[src/logic/ksc_pkg.sv]
package ksc_pkg;
  // Bus geometry
  localparam int KSC_AW = 8;
  localparam int KSC_DW = 32;
  // Register indices as printed; byte address is four times the index
  localparam logic [5:0] KSC_CFG_IDX = 6'h00;
  localparam logic [5:0] KSC_SENS_IDX = 6'h0E;
  localparam logic [7:0] KSC_CFG_ADDR = {KSC_CFG_IDX, 2'b00};
  localparam logic [7:0] KSC_SENS_ADDR = {KSC_SENS_IDX, 2'b00};
  // Configuration register field positions
  localparam int KSC_MODULE_ENABLE_BIT_BIT = 0;
  localparam int KSC_MODULE_ENABLE_PROTECT_BIT = 1;
  localparam int KSC_NOM_LSB = 4;
  localparam int KSC_NORMAL_MODE_PROTECT_BIT = 7;
  localparam int KSC_SUM_LSB = 8;
  localparam int KSC_SUSPEND_MODE_PROTECT_BIT = 11;
  localparam int KSC_COM_LSB = 12;
  localparam int KSC_CLOCK_OFF_MODE_PROTECT_BIT = 15;
  // Number of stop-sensitive kernel blocks
  localparam int KSC_NBLK = 4;
  // Reset values
  localparam logic KSC_MODULE_ENABLE_BIT_RST = 1'b0;
  localparam logic [1:0] KSC_MODE_RST = 2'h0;
  localparam logic [3:0] KSC_SENS_RST = 4'h0;
  // Kernel mode encoding
  localparam logic [1:0] KSC_KM_RUN0 = 2'h0;
  localparam logic [1:0] KSC_KM_RUN1 = 2'h1;
  localparam logic [1:0] KSC_KM_STOP0 = 2'h2;
  localparam logic [1:0] KSC_KM_STOP1 = 2'h3;
  // Device operating mode indication from the system
  localparam logic [1:0] KSC_OPM_NORMAL = 2'h0;
  localparam logic [1:0] KSC_OPM_SUSPEND = 2'h1;
  localparam logic [1:0] KSC_OPM_CLKOFF = 2'h2;
  // AXI responses
  localparam logic [1:0] KSC_RESP_OKAY = 2'h0;
  localparam logic [1:0] KSC_RESP_SLVERR = 2'h2;
  // Stop modes are the ones with the high bit set
  function automatic logic ksc_is_stop(input logic [1:0] mode);
    return mode[1];
  endfunction
endpackage

[src/logic/ksc_top.sv]
// Summary of operation
// RQ1: Enable low stops kernel, blocks most accesses
// RQ2: Software reads config back after enabling
// RQ3: Enable changes only with its protect bit
// RQ4: Normal-mode field bits 5:4 selects mode
// RQ5: Suspend-mode field bits 9:8, same coding
// RQ6: Clock-off-mode field bits 13:12, same coding
// RQ7: Protect bits 7,11,15 gate each field
// RQ8: Reserved bits read zero
// RQ9: Insensitive block ignores stop modes
// RQ10: Sensitive block honours applied stop mode
// RQ11: Application reset clears normal, clock-off fields
// RQ12: Suspend field cleared only by debug reset
// RQ13: System operating mode picks applied field
//
// The AXI4-Lite interface to the registers was chosen for this implementation.
`timescale 1ns/1ps
module ksc_top
  import ksc_pkg::*;
(
  // Clock and resets
  input wire logic aclk,
  input wire logic aresetn,
  input wire logic dbg_resetn,
  // AXI4-Lite write address
  input wire logic [KSC_AW-1:0] s_axi_awaddr,
  input wire logic [2:0] s_axi_awprot,
  input wire logic s_axi_awvalid,
  output logic s_axi_awready,
  // AXI4-Lite write data
  input wire logic [KSC_DW-1:0] s_axi_wdata,
  input wire logic [3:0] s_axi_wstrb,
  input wire logic s_axi_wvalid,
  output logic s_axi_wready,
  // AXI4-Lite write response
  output logic [1:0] s_axi_bresp,
  output logic s_axi_bvalid,
  input wire logic s_axi_bready,
  // AXI4-Lite read address
  input wire logic [KSC_AW-1:0] s_axi_araddr,
  input wire logic [2:0] s_axi_arprot,
  input wire logic s_axi_arvalid,
  output logic s_axi_arready,
  // AXI4-Lite read data
  output logic [KSC_DW-1:0] s_axi_rdata,
  output logic [1:0] s_axi_rresp,
  output logic s_axi_rvalid,
  input wire logic s_axi_rready,
  // Device operating mode from the system, same clock
  input wire logic [1:0] sys_op_mode,
  // Kernel controls
  output logic kernel_clk_en,
  output logic [1:0] applied_mode_ff,
  output logic [KSC_NBLK-1:0] blk_run,
  output logic [KSC_NBLK-1:0] blk_stop1
);

  // Register state
  logic module_enable_bit_ff; // Kernel on/off
  logic [1:0] normal_mode_field_ff; // Mode in normal operation
  logic [1:0] suspend_mode_field_ff; // Mode in suspend
  logic [1:0] clock_off_mode_field_ff; // Mode in clock-off
  logic [KSC_NBLK-1:0] stop_sens_ff; // One bit per kernel block

  // Write channel capture
  logic aw_held_ff;
  logic w_held_ff;
  logic [KSC_AW-1:0] awaddr_ff;
  logic [KSC_DW-1:0] wdata_ff;
  logic [3:0] wstrb_ff;
  logic bvalid_ff;
  logic [1:0] bresp_ff;
  logic wr_fire; // Both halves present, response slot free
  logic wr_cfg; // Write hits the configuration register
  logic wr_sens; // Write hits the sensitivity register, kernel on

  // Read channel state
  logic rvalid_ff;
  logic [KSC_DW-1:0] rdata_ff;
  logic [1:0] rresp_ff;
  logic ar_fire;

  // Unused protection attributes
  logic unused_prot;
  assign unused_prot = ^{s_axi_awprot, s_axi_arprot};

  // Classify an address: 0 unmapped, 1 config, 2 sensitivity
  function automatic logic [1:0] decode(input logic [KSC_AW-1:0] a);
    if (a == KSC_CFG_ADDR) begin
      return 2'h1;
    end else if (a == KSC_SENS_ADDR) begin
      return 2'h2;
    end else begin
      return 2'h0;
    end
  endfunction

  // Read image of the configuration register, protect bits read zero
  function automatic logic [KSC_DW-1:0] cfg_image(
    input logic en, input logic [1:0] nom,
    input logic [1:0] sum, input logic [1:0] com);
    logic [KSC_DW-1:0] v;
    v = '0;
    v[KSC_MODULE_ENABLE_BIT_BIT] = en;
    v[KSC_NOM_LSB +: 2] = nom;
    v[KSC_SUM_LSB +: 2] = sum;
    v[KSC_COM_LSB +: 2] = com;
    return v;
  endfunction

  // Handshake outputs
  assign s_axi_awready = !aw_held_ff && !bvalid_ff;
  assign s_axi_wready = !w_held_ff && !bvalid_ff;
  assign s_axi_arready = !rvalid_ff;
  assign s_axi_bvalid = bvalid_ff;
  assign s_axi_bresp = bresp_ff;
  assign s_axi_rvalid = rvalid_ff;
  assign s_axi_rdata = rdata_ff;
  assign s_axi_rresp = rresp_ff;

  // Write and read strobes
  assign wr_fire = aw_held_ff && w_held_ff && !bvalid_ff;
  assign ar_fire = s_axi_arvalid && !rvalid_ff;
  assign wr_cfg = wr_fire && (decode(awaddr_ff) == 2'h1);
  // Kernel off: sensitivity writes are dropped
  assign wr_sens = wr_fire && (decode(awaddr_ff) == 2'h2) && module_enable_bit_ff; // RQ1

  // Address and data captured in either order
  always_ff @(posedge aclk) begin
    if (!aresetn) begin
      aw_held_ff <= 1'b0;
      awaddr_ff <= '0;
    end else if (s_axi_awvalid && s_axi_awready) begin
      aw_held_ff <= 1'b1;
      awaddr_ff <= s_axi_awaddr;
    end else if (wr_fire) begin
      aw_held_ff <= 1'b0;
    end
  end

  always_ff @(posedge aclk) begin
    if (!aresetn) begin
      w_held_ff <= 1'b0;
      wdata_ff <= '0;
      wstrb_ff <= '0;
    end else if (s_axi_wvalid && s_axi_wready) begin
      w_held_ff <= 1'b1;
      wdata_ff <= s_axi_wdata;
      wstrb_ff <= s_axi_wstrb;
    end else if (wr_fire) begin
      w_held_ff <= 1'b0;
    end
  end

  // Write response; unmapped or refused writes answer SLVERR
  always_ff @(posedge aclk) begin
    if (!aresetn) begin
      bvalid_ff <= 1'b0;
      bresp_ff <= KSC_RESP_OKAY;
    end else if (wr_fire) begin
      bvalid_ff <= 1'b1;
      bresp_ff <= (wr_cfg || wr_sens) ? KSC_RESP_OKAY : KSC_RESP_SLVERR;
    end else if (s_axi_bready) begin
      bvalid_ff <= 1'b0;
    end
  end

  // Module enable: needs its protect bit in the same write
  always_ff @(posedge aclk) begin
    if (!aresetn) begin
      module_enable_bit_ff <= KSC_MODULE_ENABLE_BIT_RST;
    end else if (wr_cfg && wstrb_ff[0] && wdata_ff[KSC_MODULE_ENABLE_PROTECT_BIT]) begin // RQ3
      module_enable_bit_ff <= wdata_ff[KSC_MODULE_ENABLE_BIT_BIT];
    end
  end

  // Normal and clock-off fields follow the application reset
  always_ff @(posedge aclk) begin
    if (!aresetn) begin
      normal_mode_field_ff <= KSC_MODE_RST; // RQ11
      clock_off_mode_field_ff <= KSC_MODE_RST; // RQ11
    end else begin
      if (wr_cfg && wstrb_ff[0] && wdata_ff[KSC_NORMAL_MODE_PROTECT_BIT]) begin // RQ7
        normal_mode_field_ff <= wdata_ff[KSC_NOM_LSB +: 2]; // RQ4
      end
      if (wr_cfg && wstrb_ff[1] && wdata_ff[KSC_CLOCK_OFF_MODE_PROTECT_BIT]) begin // RQ7
        clock_off_mode_field_ff <= wdata_ff[KSC_COM_LSB +: 2]; // RQ6
      end
    end
  end

  // Suspend field survives an application reset so a debugger keeps it
  always_ff @(posedge aclk) begin
    if (!dbg_resetn) begin
      suspend_mode_field_ff <= KSC_MODE_RST; // RQ12
    end else if (aresetn && wr_cfg && wstrb_ff[1] && wdata_ff[KSC_SUSPEND_MODE_PROTECT_BIT]) begin // RQ7
      suspend_mode_field_ff <= wdata_ff[KSC_SUM_LSB +: 2]; // RQ5
    end
  end

  // Sensitivity bits, low byte only
  always_ff @(posedge aclk) begin
    if (!aresetn) begin
      stop_sens_ff <= KSC_SENS_RST;
    end else if (wr_sens && wstrb_ff[0]) begin
      stop_sens_ff <= wdata_ff[KSC_NBLK-1:0];
    end
  end

  // Read data; kernel off leaves only the configuration register visible
  always_ff @(posedge aclk) begin
    if (!aresetn) begin
      rvalid_ff <= 1'b0;
      rdata_ff <= '0;
      rresp_ff <= KSC_RESP_OKAY;
    end else if (ar_fire) begin
      rvalid_ff <= 1'b1;
      case (decode(s_axi_araddr))
        2'h1: begin
          // Protect and reserved positions read zero
          rdata_ff <= cfg_image(module_enable_bit_ff, normal_mode_field_ff,
                                suspend_mode_field_ff, clock_off_mode_field_ff); // RQ8
          rresp_ff <= KSC_RESP_OKAY;
        end
        2'h2: begin
          if (module_enable_bit_ff) begin
            rdata_ff <= {{(KSC_DW-KSC_NBLK){1'b0}}, stop_sens_ff}; // RQ8
            rresp_ff <= KSC_RESP_OKAY;
          end else begin
            rdata_ff <= '0; // RQ1
            rresp_ff <= KSC_RESP_SLVERR;
          end
        end
        default: begin
          rdata_ff <= '0;
          rresp_ff <= KSC_RESP_SLVERR;
        end
      endcase
    end else if (s_axi_rready) begin
      rvalid_ff <= 1'b0;
    end
  end

  // Applied mode from system operating mode; frozen while kernel is off
  always_ff @(posedge aclk) begin
    if (!aresetn) begin
      applied_mode_ff <= KSC_KM_RUN0;
    end else if (module_enable_bit_ff) begin // RQ1
      case (sys_op_mode)
        KSC_OPM_SUSPEND: applied_mode_ff <= suspend_mode_field_ff; // RQ13
        KSC_OPM_CLKOFF: applied_mode_ff <= clock_off_mode_field_ff; // RQ13
        default: applied_mode_ff <= normal_mode_field_ff; // RQ13
      endcase
    end
  end

  // Kernel clock gate follows the enable directly
  assign kernel_clk_en = module_enable_bit_ff; // RQ1

  // One stop gate per kernel block
  genvar gi;
  generate
    for (gi = 0; gi < KSC_NBLK; gi++) begin : g_blk
      ksc_stop_gate u_gate (
        .aclk(aclk),
        .aresetn(aresetn),
        .kernel_on(module_enable_bit_ff),
        .stop_sensitive(stop_sens_ff[gi]),
        .applied_mode(applied_mode_ff),
        .blk_run_ff(blk_run[gi]),
        .blk_stop1_ff(blk_stop1[gi])
      );
    end
  endgenerate
endmodule

[src/logic/ksc_stop_gate.sv]
`timescale 1ns/1ps
module ksc_stop_gate
  import ksc_pkg::*;
(
  // Clock and reset
  input wire logic aclk,
  input wire logic aresetn,
  // Controls
  input wire logic kernel_on,
  input wire logic stop_sensitive,
  input wire logic [1:0] applied_mode,
  // Block state
  output logic blk_run_ff,
  output logic blk_stop1_ff
);
  // Run unless kernel is off, or block obeys an applied stop mode
  always_ff @(posedge aclk) begin
    if (!aresetn) begin
      blk_run_ff <= 1'b0;
      blk_stop1_ff <= 1'b0;
    end else if (!kernel_on) begin
      // Switched off at once, no stop condition honoured
      blk_run_ff <= 1'b0;
      blk_stop1_ff <= 1'b0;
    end else if (stop_sensitive && ksc_is_stop(applied_mode)) begin
      blk_run_ff <= 1'b0; // RQ10
      blk_stop1_ff <= (applied_mode == KSC_KM_STOP1);
    end else begin
      // Insensitive block behaves as in run mode 0
      blk_run_ff <= 1'b1; // RQ9
      blk_stop1_ff <= 1'b0;
    end
  end
endmodule

[config.mk]
export PLATFORM = sky130hd
export DESIGN_NAME = ksc_top
export DESIGN_NICKNAME = d
export VERILOG_FILES = /design/src/logic/ksc_pkg.sv /design/src/logic/ksc_top.sv /design/src/logic/ksc_stop_gate.sv
export SDC_FILE = /design/constraint.sdc
export NUM_CORES = 1
export LEC_CHECK = 0
export ABC_AREA = 1
export BUFFER_PORTS_ARGS = -buffer_cell sky130_fd_sc_hd__buf_2
export CAP_MARGIN = 15
export CORE_AREA = 2 2 82 84
export CTS_CLUSTER_DIAMETER = 80
export DETAILED_ROUTE_END_ITERATION = 8
export DIE_AREA = 0 0 84 86
export GPL_ROUTABILITY_DRIVEN = 0
export PLACE_DENSITY_LB_ADDON = 0.08
export SYNTH_ARGS = -nofsm -noshare
export SYNTH_HDL_FRONTEND = slang
export SYNTH_HIERARCHICAL = 1
export SYNTH_SLANG_ARGS = --single-unit
[constraint.sdc]
create_clock -name aclk -period 1.2 [get_ports aclk]
set_input_delay 0.06 -clock aclk [delete_from_list [all_inputs] [get_ports aclk]]
set_output_delay 0.06 -clock aclk [all_outputs]
set_load 0.1 [all_outputs]
**Word level (Yosys, flattened, before mapping)**

Index checks and enable logic that the tools add are counted.

- Reductions and logical operators: 39
- Mux-type cells: 23
- Eq/ne operators: 9

Operators by type and width:

| operator | count |
|---|---|
| one-hot mux 14 bit (2 select lines) | 1 |
| logical AND 1 bit | 23 |
| equality test 8 x 6 -> 1 bit (second input constant) | 2 |
| zero test 8 bit | 2 |
| 2-to-1 mux 2 bit | 8 |
| AND reduction 3 bit | 4 |
| 2-to-1 mux 1 bit | 11 |
| equality test 2 bit (second input constant) | 4 |
| one-hot mux 2 bit (2 select lines) | 2 |
| nonzero test 2 bit | 4 |
| equality test 2 x 1 -> 1 bit (second input constant) | 3 |
| zero test 1 bit | 4 |
| 2-to-1 mux 4 bit | 1 |
| AND reduction 2 bit | 1 |
| logical OR 1 bit | 1 |

- Word-level logic and storage cells: 95
- Register bits: 87
- Output and inout port bits: 52

**Logic depth before layout (Yosys ltp)**

Gate-level depths: netlist (run 1).

- Word-level depth: 8
- Depth in mapped cells: 8

**Hierarchy**

The synthesis (run 1) kept the hierarchy.

Modules (own cells, without submodules):

| module | cells an instance | seq. area each (µm²) | area each (µm²) | instances |
|---|---|---|---|---|
| ksc_top | 322 | 1041.0 | 2353.5 | 1 |
| ksc_stop_gate | 7 | 40.0 | 61.3 | 4 |

**Worst setup path after synthesis (run 1)**

OpenSTA, ideal clock, no wires.

- Path kind: reg-to-reg
- Start: register bvalid_ff, in the netlist s_axi_bvalid
- End: register awaddr_ff[2]
- Period minus slack after synthesis: 2.804 ns
- Data required time: 1.080 ns
- Stages on the path, launching flop included: 6
- Path buffers: 1
- Setup time: 0.120 ns
- Arrival: 2.684 ns
- Setup slack: -1.604 ns
- Path through: dfxtp_1 > nor2_1 > nand2_1 > buf_2 > o21ai_1 > a21oi_1

- Cells in the longest elaborated chain, start to end: 3

RTL lines:

| what | RTL line | RTL |
|---|---|---|
| start, declared | ksc_top.sv:71 | `logic bvalid_ff;` |
| start signal, assigned | ksc_top.sv:158 | `bvalid_ff <= 1'b0;` |
| start signal, assigned | ksc_top.sv:161 | `bvalid_ff <= 1'b1;` |
| start signal, assigned | ksc_top.sv:164 | `bvalid_ff <= 1'b0;` |
| zero test 1 bit | ksc_top.sv:112 | `assign s_axi_awready = !aw_held_ff && !bvalid_ff;` |
| logical AND 1 bit | ksc_top.sv:112 |  |
| via s_axi_awready | ksc_top.sv:29 | `output logic s_axi_awready,` |
| logical AND 1 bit | ksc_top.sv:133 | `end else if (s_axi_awvalid && s_axi_awready) begin` |
| end signal, assigned | ksc_top.sv:135 | `awaddr_ff <= s_axi_awaddr;` |
| end, declared | ksc_top.sv:68 | `logic [KSC_AW-1:0] awaddr_ff;` |

The timed path passes the listed nets, and every way through them passes these cells.
A chain may end at the register's enable or synchronous reset.

**Worst setup path in the final report (run 1)**

- Start: register awaddr_ff[4]
- End: register normal_mode_field_ff[1]

- Cells in the longest elaborated chain, start to end: 7

RTL lines:

| what | RTL line | RTL |
|---|---|---|
| equality test 8 x 6 -> 1 bit | ksc_top.sv:91 | `end else if (a == KSC_SENS_ADDR) begin` |
| 2-to-1 mux 2 bit | ksc_top.sv:91 |  |
| 2-to-1 mux 2 bit * | ksc_top.sv:89 | `if (a == KSC_CFG_ADDR) begin` |
| equality test 2 x 1 -> 1 bit * | ksc_top.sv:124 | `assign wr_cfg = wr_fire && (decode(awaddr_ff) == 2'h1);` |
| logical AND 1 bit * | ksc_top.sv:124 |  |
| logical AND 1 bit * (2 in series) | ksc_top.sv:183 | `if (wr_cfg && wstrb_ff[0] && wdata_ff[KSC_NORMAL_MODE_PROTECT_BIT]) begin` |
| end signal, assigned | ksc_top.sv:184 | `normal_mode_field_ff <= wdata_ff[KSC_NOM_LSB +: 2];` |
| end, declared | ksc_top.sv:60 | `logic [1:0] normal_mode_field_ff;` |

Mark *: on every way between the ends. The rest lies on a longest branch, timed or not.

==> impl_metrics.json, run 1 <==
{
  "avgSynthCellArea_sq_um": 7.42,
  "min_to": "aw_held_ff$_SDFFE_PN0P_",
  "synth_cell_types": 26,
  "whs_ns": 0.0241,
  "grt_usage": 0.164,
  "rows": 29,
  "skew_ns": 0.00487,
  "max_freq_mhz": 840,
  "maxSlewViolCount": 0,
  "grt-ovfl-total": 0,
  "outcome": "completed",
  "n_antenna_cell": 0,
  "port_buffers": 68,
  "startpoint_type": "flip-flop",
  "io_pins": 120,
  "finalHoldViolCount": 0,
  "rr_endpoint": "normal_mode_field_ff[1]$_SDFFE_PN0P_",
  "seq_area_frac_synth": 0.462,
  "crit_top_cell": "nand2_2",
  "maxCapViolCount": 0,
  "dieWidth_microns": 84,
  "worst_hold_path_type": "primary input to flip-flop",
  "crit_buf_inv": 0,
  "critPathSlowestCell": "dfxtp_2",
  "vias": 2385,
  "drc_errors": 0,
  "dieArea_sq_um": 7220,
  "die_y_microns": 86,
  "timing.final.setup_violations": 0,
  "clkSinkCount": 60,
  "r2r_cells": 7,
  "required_ns": 1.47,
  "r2r_slack_ns": 0.01,
  "layout_commonest_cell": "nor2_1",
  "path_cells": "nor2_2 -> nand2_2 -> nor2_4 -> nand4_4 -> nand2_2 -> nand2_2 -> nor2_1",
  "wl_per_cell_microns": 10.6,
  "drtIter0Drc": 100,
  "endpoint_kind": "flip-flop",
  "area_growth_pct": 44.0,
  "yosys_warnings": 6,
  "numCtsBuffers": 9,
  "drive_gt1_frac": 0.333,
  "syn_inst": 350,
  "max_stage_delay_ns": 0.34,
  "clk-insertion-delay-late_ns": 0.33,
  "layout_common_cells": "nor2_1, buf_2, nand2_1, dfxtp_1, o21ai_1",
  "max-vdd-ir-drop_uv": 907,
  "core_sq_um": 6280,
  "min_period_ns": 1.19,
  "grt_pass1_vias": 2133,
  "crit_type": "flip-flop to flip-flop",
  "drt-vias-per-instance": 4.47,
  "leakage_uw": 0.00173,
  "h-tree-depth": 3,
  "firstDrtPassIters": 4,
  "dp_hpwl_mm": 3.93,
  "cts_tree": "done",
  "holdCritStartpoint": "s_axi_awvalid",
  "arrival_ns": 1.46,
  "cp_max_fo": 5,
  "start_util": 0.414,
  "synth_area_sq_um": 2600,
  "postLayoutCellArea_sq_um": 3740,
  "grt_max_degree": 37,
  "rsz0062_at_grt": "yes",
  "cts.path.max_buffers": 2,
  "root_buffer": "clkbuf_8",
  "nets": 522,
  "wirelength_mm": 5.64,
  "ant_nets": 0,
  "cp_top_family": "simple AND/OR/NAND/NOR gates",
  "hold_depth": 3,
  "reg2reg_from": "awaddr_ff[4]$_SDFFE_PN0P_",
  "grt_antenna_before_repair": 0,
  "period_share": 0.992,
  "grt_pass1_wl_mm": 9.51,
  "placed_cell_area_sq_um": 3180,
  "p_per_area_nw_per_um2": 1470,
  "clk_pin_slew_ns": 0.07,
  "ys_ff_latch": 60
}
-- report_power, final --
| group | total, uW | internal, uW | switching, uW |
|---|---|---|---|
| Combinational | 1200 | 332 | 871 |
| Sequential | 2190 | 2100 | 87.6 |
| Clock | 2110 | 1340 | 771 |
-- cell usage after synthesis, drive strengths merged --
master	n	area, sq um
clkbuf	3	11.3
o22ai	2	12.5
nand4	4	43.8
ha	2	25.0
nor2	89	362
a211oi	1	7.51
dfxtp	60	1200
inv	30	113
a21oi	22	110
conb	1	3.75
o21ai	36	180
nand2	57	221
nand3	10	75.1
clkinv	2	8.75
o21a	1	7.51
buf	30	216
-- worst max path at each step --
stage / start / endpoint / slack, ns / cells after the start
5_1_grt: awaddr_ff[4]$_SDFFE_PN0P_ / normal_mode_field_ff[1]$_SDFFE_PN0P_ / -0.13 / 7
4_1_cts: w_held_ff$_SDFFE_PN0P_ / s_axi_wready / 0.006 / 3
2_1_floorplan: s_axi_bvalid$_SDFFE_PN0P_ / wdata_ff[15]$_SDFFE_PN0P_ / -0.37 / 6
3_3_place_gp: w_held_ff$_SDFFE_PN0P_ / stop_sens_ff[0]$_SDFFE_PN0P_ / 0.04 / 5
3_5_place_dp: awaddr_ff[6]$_SDFFE_PN0P_ / normal_mode_field_ff[1]$_SDFFE_PN0P_ / 0.04 / 6
6_report: awaddr_ff[4]$_SDFFE_PN0P_ / normal_mode_field_ff[1]$_SDFFE_PN0P_ / 0.01 / 7
-- metal layers --
layer	wire [microns]	global-route usage
met5	0	0
met4	67	0.0748
met3	257	0.0337
met2	2720	0.284
met1	2600	0.198
-- stage by stage --
stage | setup WS, ns | total power [uW] | setup TNS, ns | std cells | util
after floorplan | -0.370 | 3160 | -8.10 | 373 | -
after global placement | 0.0435 | 3320 | 0 | 492 | 0.506
after detailed placement | 0.0419 | 3330 | 0 | 492 | 0.506
after CTS | 0.00622 | 5520 | 0 | 533 | 0.585
after global routing | -0.131 | 5730 | -0.763 | 534 | 0.596
final | 0.00995 | 5500 | 0 | 534 | 0.596
-- sequential cells by signal (all words and copies together), names as in the netlist --
name and count:
s_axi_bvalid 1, suspend_mode_field_ff 2, s_axi_rvalid 1, s_axi_rresp 1, normal_mode_field_ff 2, wstrb_ff 2
awaddr_ff 8, wdata_ff 13, clock_off_mode_field_ff 2, stop_sens_ff 4, g_blk.u_gate/blk_run_ff 4, aw_held_ff 1
applied_mode_ff 2, w_held_ff 1, s_axi_bresp 1, kernel_clk_en 1, s_axi_rdata 10, g_blk.u_gate/blk_stop1_ff 4
-- what timing repair did --
action                                 4_1_cts  5_1_grt
gates resized for setup                      3       20
setup endpoints to repair                    3       17
setup buffers                                0        1
hold buffers                                25        0
endpoints found under the hold margin       26        0
pin swaps                                    0       10
-- layout make-up --
cell class	instances	area, sq um
Timing Repair Buffer	101	778
Fill cell	585	2530
Multi-Input combinational cell	248	1250
Inverter	32	140
Sequential cell	60	1240
Clock inverter	3	67.6
Clock buffer	13	169
Tap cell	77	96.3
-- cells by family (layout without fill, tap and decap cells) --
group                    Yosys count  count (layout)  share of synthesized area
buffers and inverters             65             149                      0.134
adder cells (fa/ha/maj)            2               2                    0.00963
flip-flops                        60              60                      0.462
other                              1              24                    0.00144
AND/OR/NAND/NOR                  160             160                      0.270
AO/OA/AOI/OAI                     62              62                      0.122
-- worst reg2reg max path, stage by stage (launching register included) --
cell and delay, ns:
dfxtp_2 0.34, nor2_2 0.11, nand2_2 0.07, nor2_4 0.23, nand4_4 0.15, nand2_2 0.10
nand2_2 0.04, nor2_1 0.08
Note: power is estimated with default switching activity, not from simulation.
==> run 2: changes to the inputs <==
==> constraint.sdc (replaced) <==
create_clock -name aclk -period 1.2 [get_ports aclk]
set_input_delay 0.12 -clock aclk [delete_from_list [all_inputs] [get_ports aclk]]
set_output_delay 0.12 -clock aclk [all_outputs]
set_load 0.1 [all_outputs]
==> impl_metrics.json, run 2 (synthesis gave the netlist of run 1 again) <==
{
  "drive_gt1_frac": 0.327,
  "core_sq_um": 6280,
  "grt_pass1_vias": 2067,
  "grt_antenna_before_repair": 0,
  "largest_reg_flops": 13,
  "worst_hold_path_type": "primary input to flip-flop",
  "n_antenna_cell": 0,
  "vias": 2265,
  "critPathSlowestCell": "dfxtp_4",
  "outcome": "completed",
  "p_sw_frac": 0.331,
  "layout_common_cells": "nor2_1, nand2_1, buf_2, dfxtp_1, o21ai_1",
  "skew_ns": 0.00655,
  "clk-insertion-delay-late_ns": 0.33,
  "timing.final.setup_violations": 0,
  "whs_ns": 0.0179,
  "cts.path.max_buffers": 2,
  "min_period_ns": 1.16,
  "nets": 497,
  "path_cells": "nor2_4 -> buf_12",
  "grt_pass1_wl_mm": 9.14,
  "grt_max_degree": 37,
  "drtIter0Drc": 55,
  "endpoint_kind": "output port",
  "maxSlewViolCount": 0,
  "max_freq_mhz": 861,
  "grt-ovfl-total": 0,
  "root_buffer": "clkbuf_8",
  "clock_power_share": 0.346,
  "area_growth_pct": 33.8,
  "firstDrtPassIters": 4,
  "cts_tree": "done",
  "rsz0062_at_grt": "yes",
  "p_total_uw": 5060,
  "cp_max_fo": 4,
  "ant_nets": 0,
  "rows": 29,
  "postLayoutCellArea_sq_um": 3480,
  "period_share": 0.968,
  "pwr-share-seq": 0.431,
  "n_fill_cell": 626,
  "placed_cell_area_sq_um": 3220,
  "clkSinkCount": 60,
  "reg2reg_from": "awaddr_ff[3]$_SDFFE_PN0P_",
  "leakage_uw": 0.00161,
  "top_register": "wdata_ff",
  "dieArea_sq_um": 7220,
  "p_int_uw": 3390,
  "arrival_ns": 1.04,
  "setup_ws_ns": 0.0390,
  "crit_type": "flip-flop to output port",
  "cts_hold_buf": 0,
  "required_ns": 1.08,
  "clk_pin_slew_ns": 0.07,
  "startpoint_type": "flip-flop",
  "dp_hpwl_mm": 4.08,
  "wirelength_mm": 5.39,
  "io_pins": 120,
  "pwr-share-comb": 0.223,
  "maxCapViolCount": 0,
  "regArea_sq_um": 1240,
  "port_buffers": 68,
  "dieWidth_microns": 84,
  "holdCritStartpoint": "s_axi_wdata[9]",
  "drt-vias-per-instance": 4.46,
  "drc_errors": 0,
  "max_stage_delay_ns": 0.37,
  "wl_per_cell_microns": 10.6,
  "layout_commonest_cell": "nor2_1",
  "start_util": 0.414,
  "place_ws_ns": 0.0468,
  "startpoint": "s_axi_bvalid$_SDFFE_PN0P_",
  "multi_input_area_sq_um": 1210,
  "die_y_microns": 86,
  "h-tree-depth": 3,
  "switching_power_uw": 1670,
  "numCtsBuffers": 9,
  "finalHoldViolCount": 0,
  "p_per_area_nw_per_um2": 1460,
  "grt_usage": 0.162,
  "max-vdd-ir-drop_uv": 907
}
-- run 2: worst max-delay path, delay by kind of cell, from the launching register on --
kind | cells | cell delay (ns)
buf+inv | 1 | 0.19
flops | 1 | 0.37
simple gates | 1 | 0.15
-- run 2: area by class of cell --
cell class                      count  area share
Clock buffer                       13      0.0428
Tap cell                           77      0.0277
Timing Repair Buffer               76       0.174
Clock inverter                      2      0.0101
Inverter                           32      0.0418
Sequential cell                    60       0.356
Multi-Input combinational cell    248       0.348
-- run 2: worst paths after layout --
path                                                        endpoint  slack (ns)  cells after the start
worst max-delay path                                    s_axi_wready        0.04                      2
worst min-delay path                        wdata_ff[9]$_SDFFE_PN0P_        0.02                      3
worst max register to register  normal_mode_field_ff[1]$_SDFFE_PN0P_        0.06                      6
worst min register to register           s_axi_rdata[9]$_SDFFE_PN0P_        0.45                      2
-- run 2: per-layer routing --
layer | global-route usage | vias up | wire length, microns
met5 | 0 | - | 0
met4 | 0.0792 | 0 | 89
met3 | 0.0414 | 9 | 274
met2 | 0.271 | 62 | 2570
met1 | 0.194 | 981 | 2460
li1 | - | 1213 | -
-- run 2: through the flow --
| step | TNS [ns] | cells | utilization |
|---|---|---|---|
| final | 0 | 508 | 0.554 |
| after global routing | -0.375 | 508 | 0.554 |
| after CTS | 0 | 506 | 0.546 |
| after detailed placement | 0 | 492 | 0.513 |
| after global placement | 0 | 492 | 0.513 |
| after floorplan | -8.10 | 373 | - |
-- run 2: power by group through the flow --
stage | combinational [uW] | clock, uW | sequential, uW
finish | 1130 | 1750 | 2180
global route | 1200 | 1880 | 2200
CTS | 1130 | 1790 | 2180
detailed placement | 1120 | 0 | 2220
global placement | 1120 | 0 | 2220
floorplan | 792 | 0 | 2370
-- run 2: what timing repair did --
action,CTS,global route
setup buffers,1,2
pin swaps,1,6
endpoints found under the setup margin,14,30
gates resized for setup,13,15
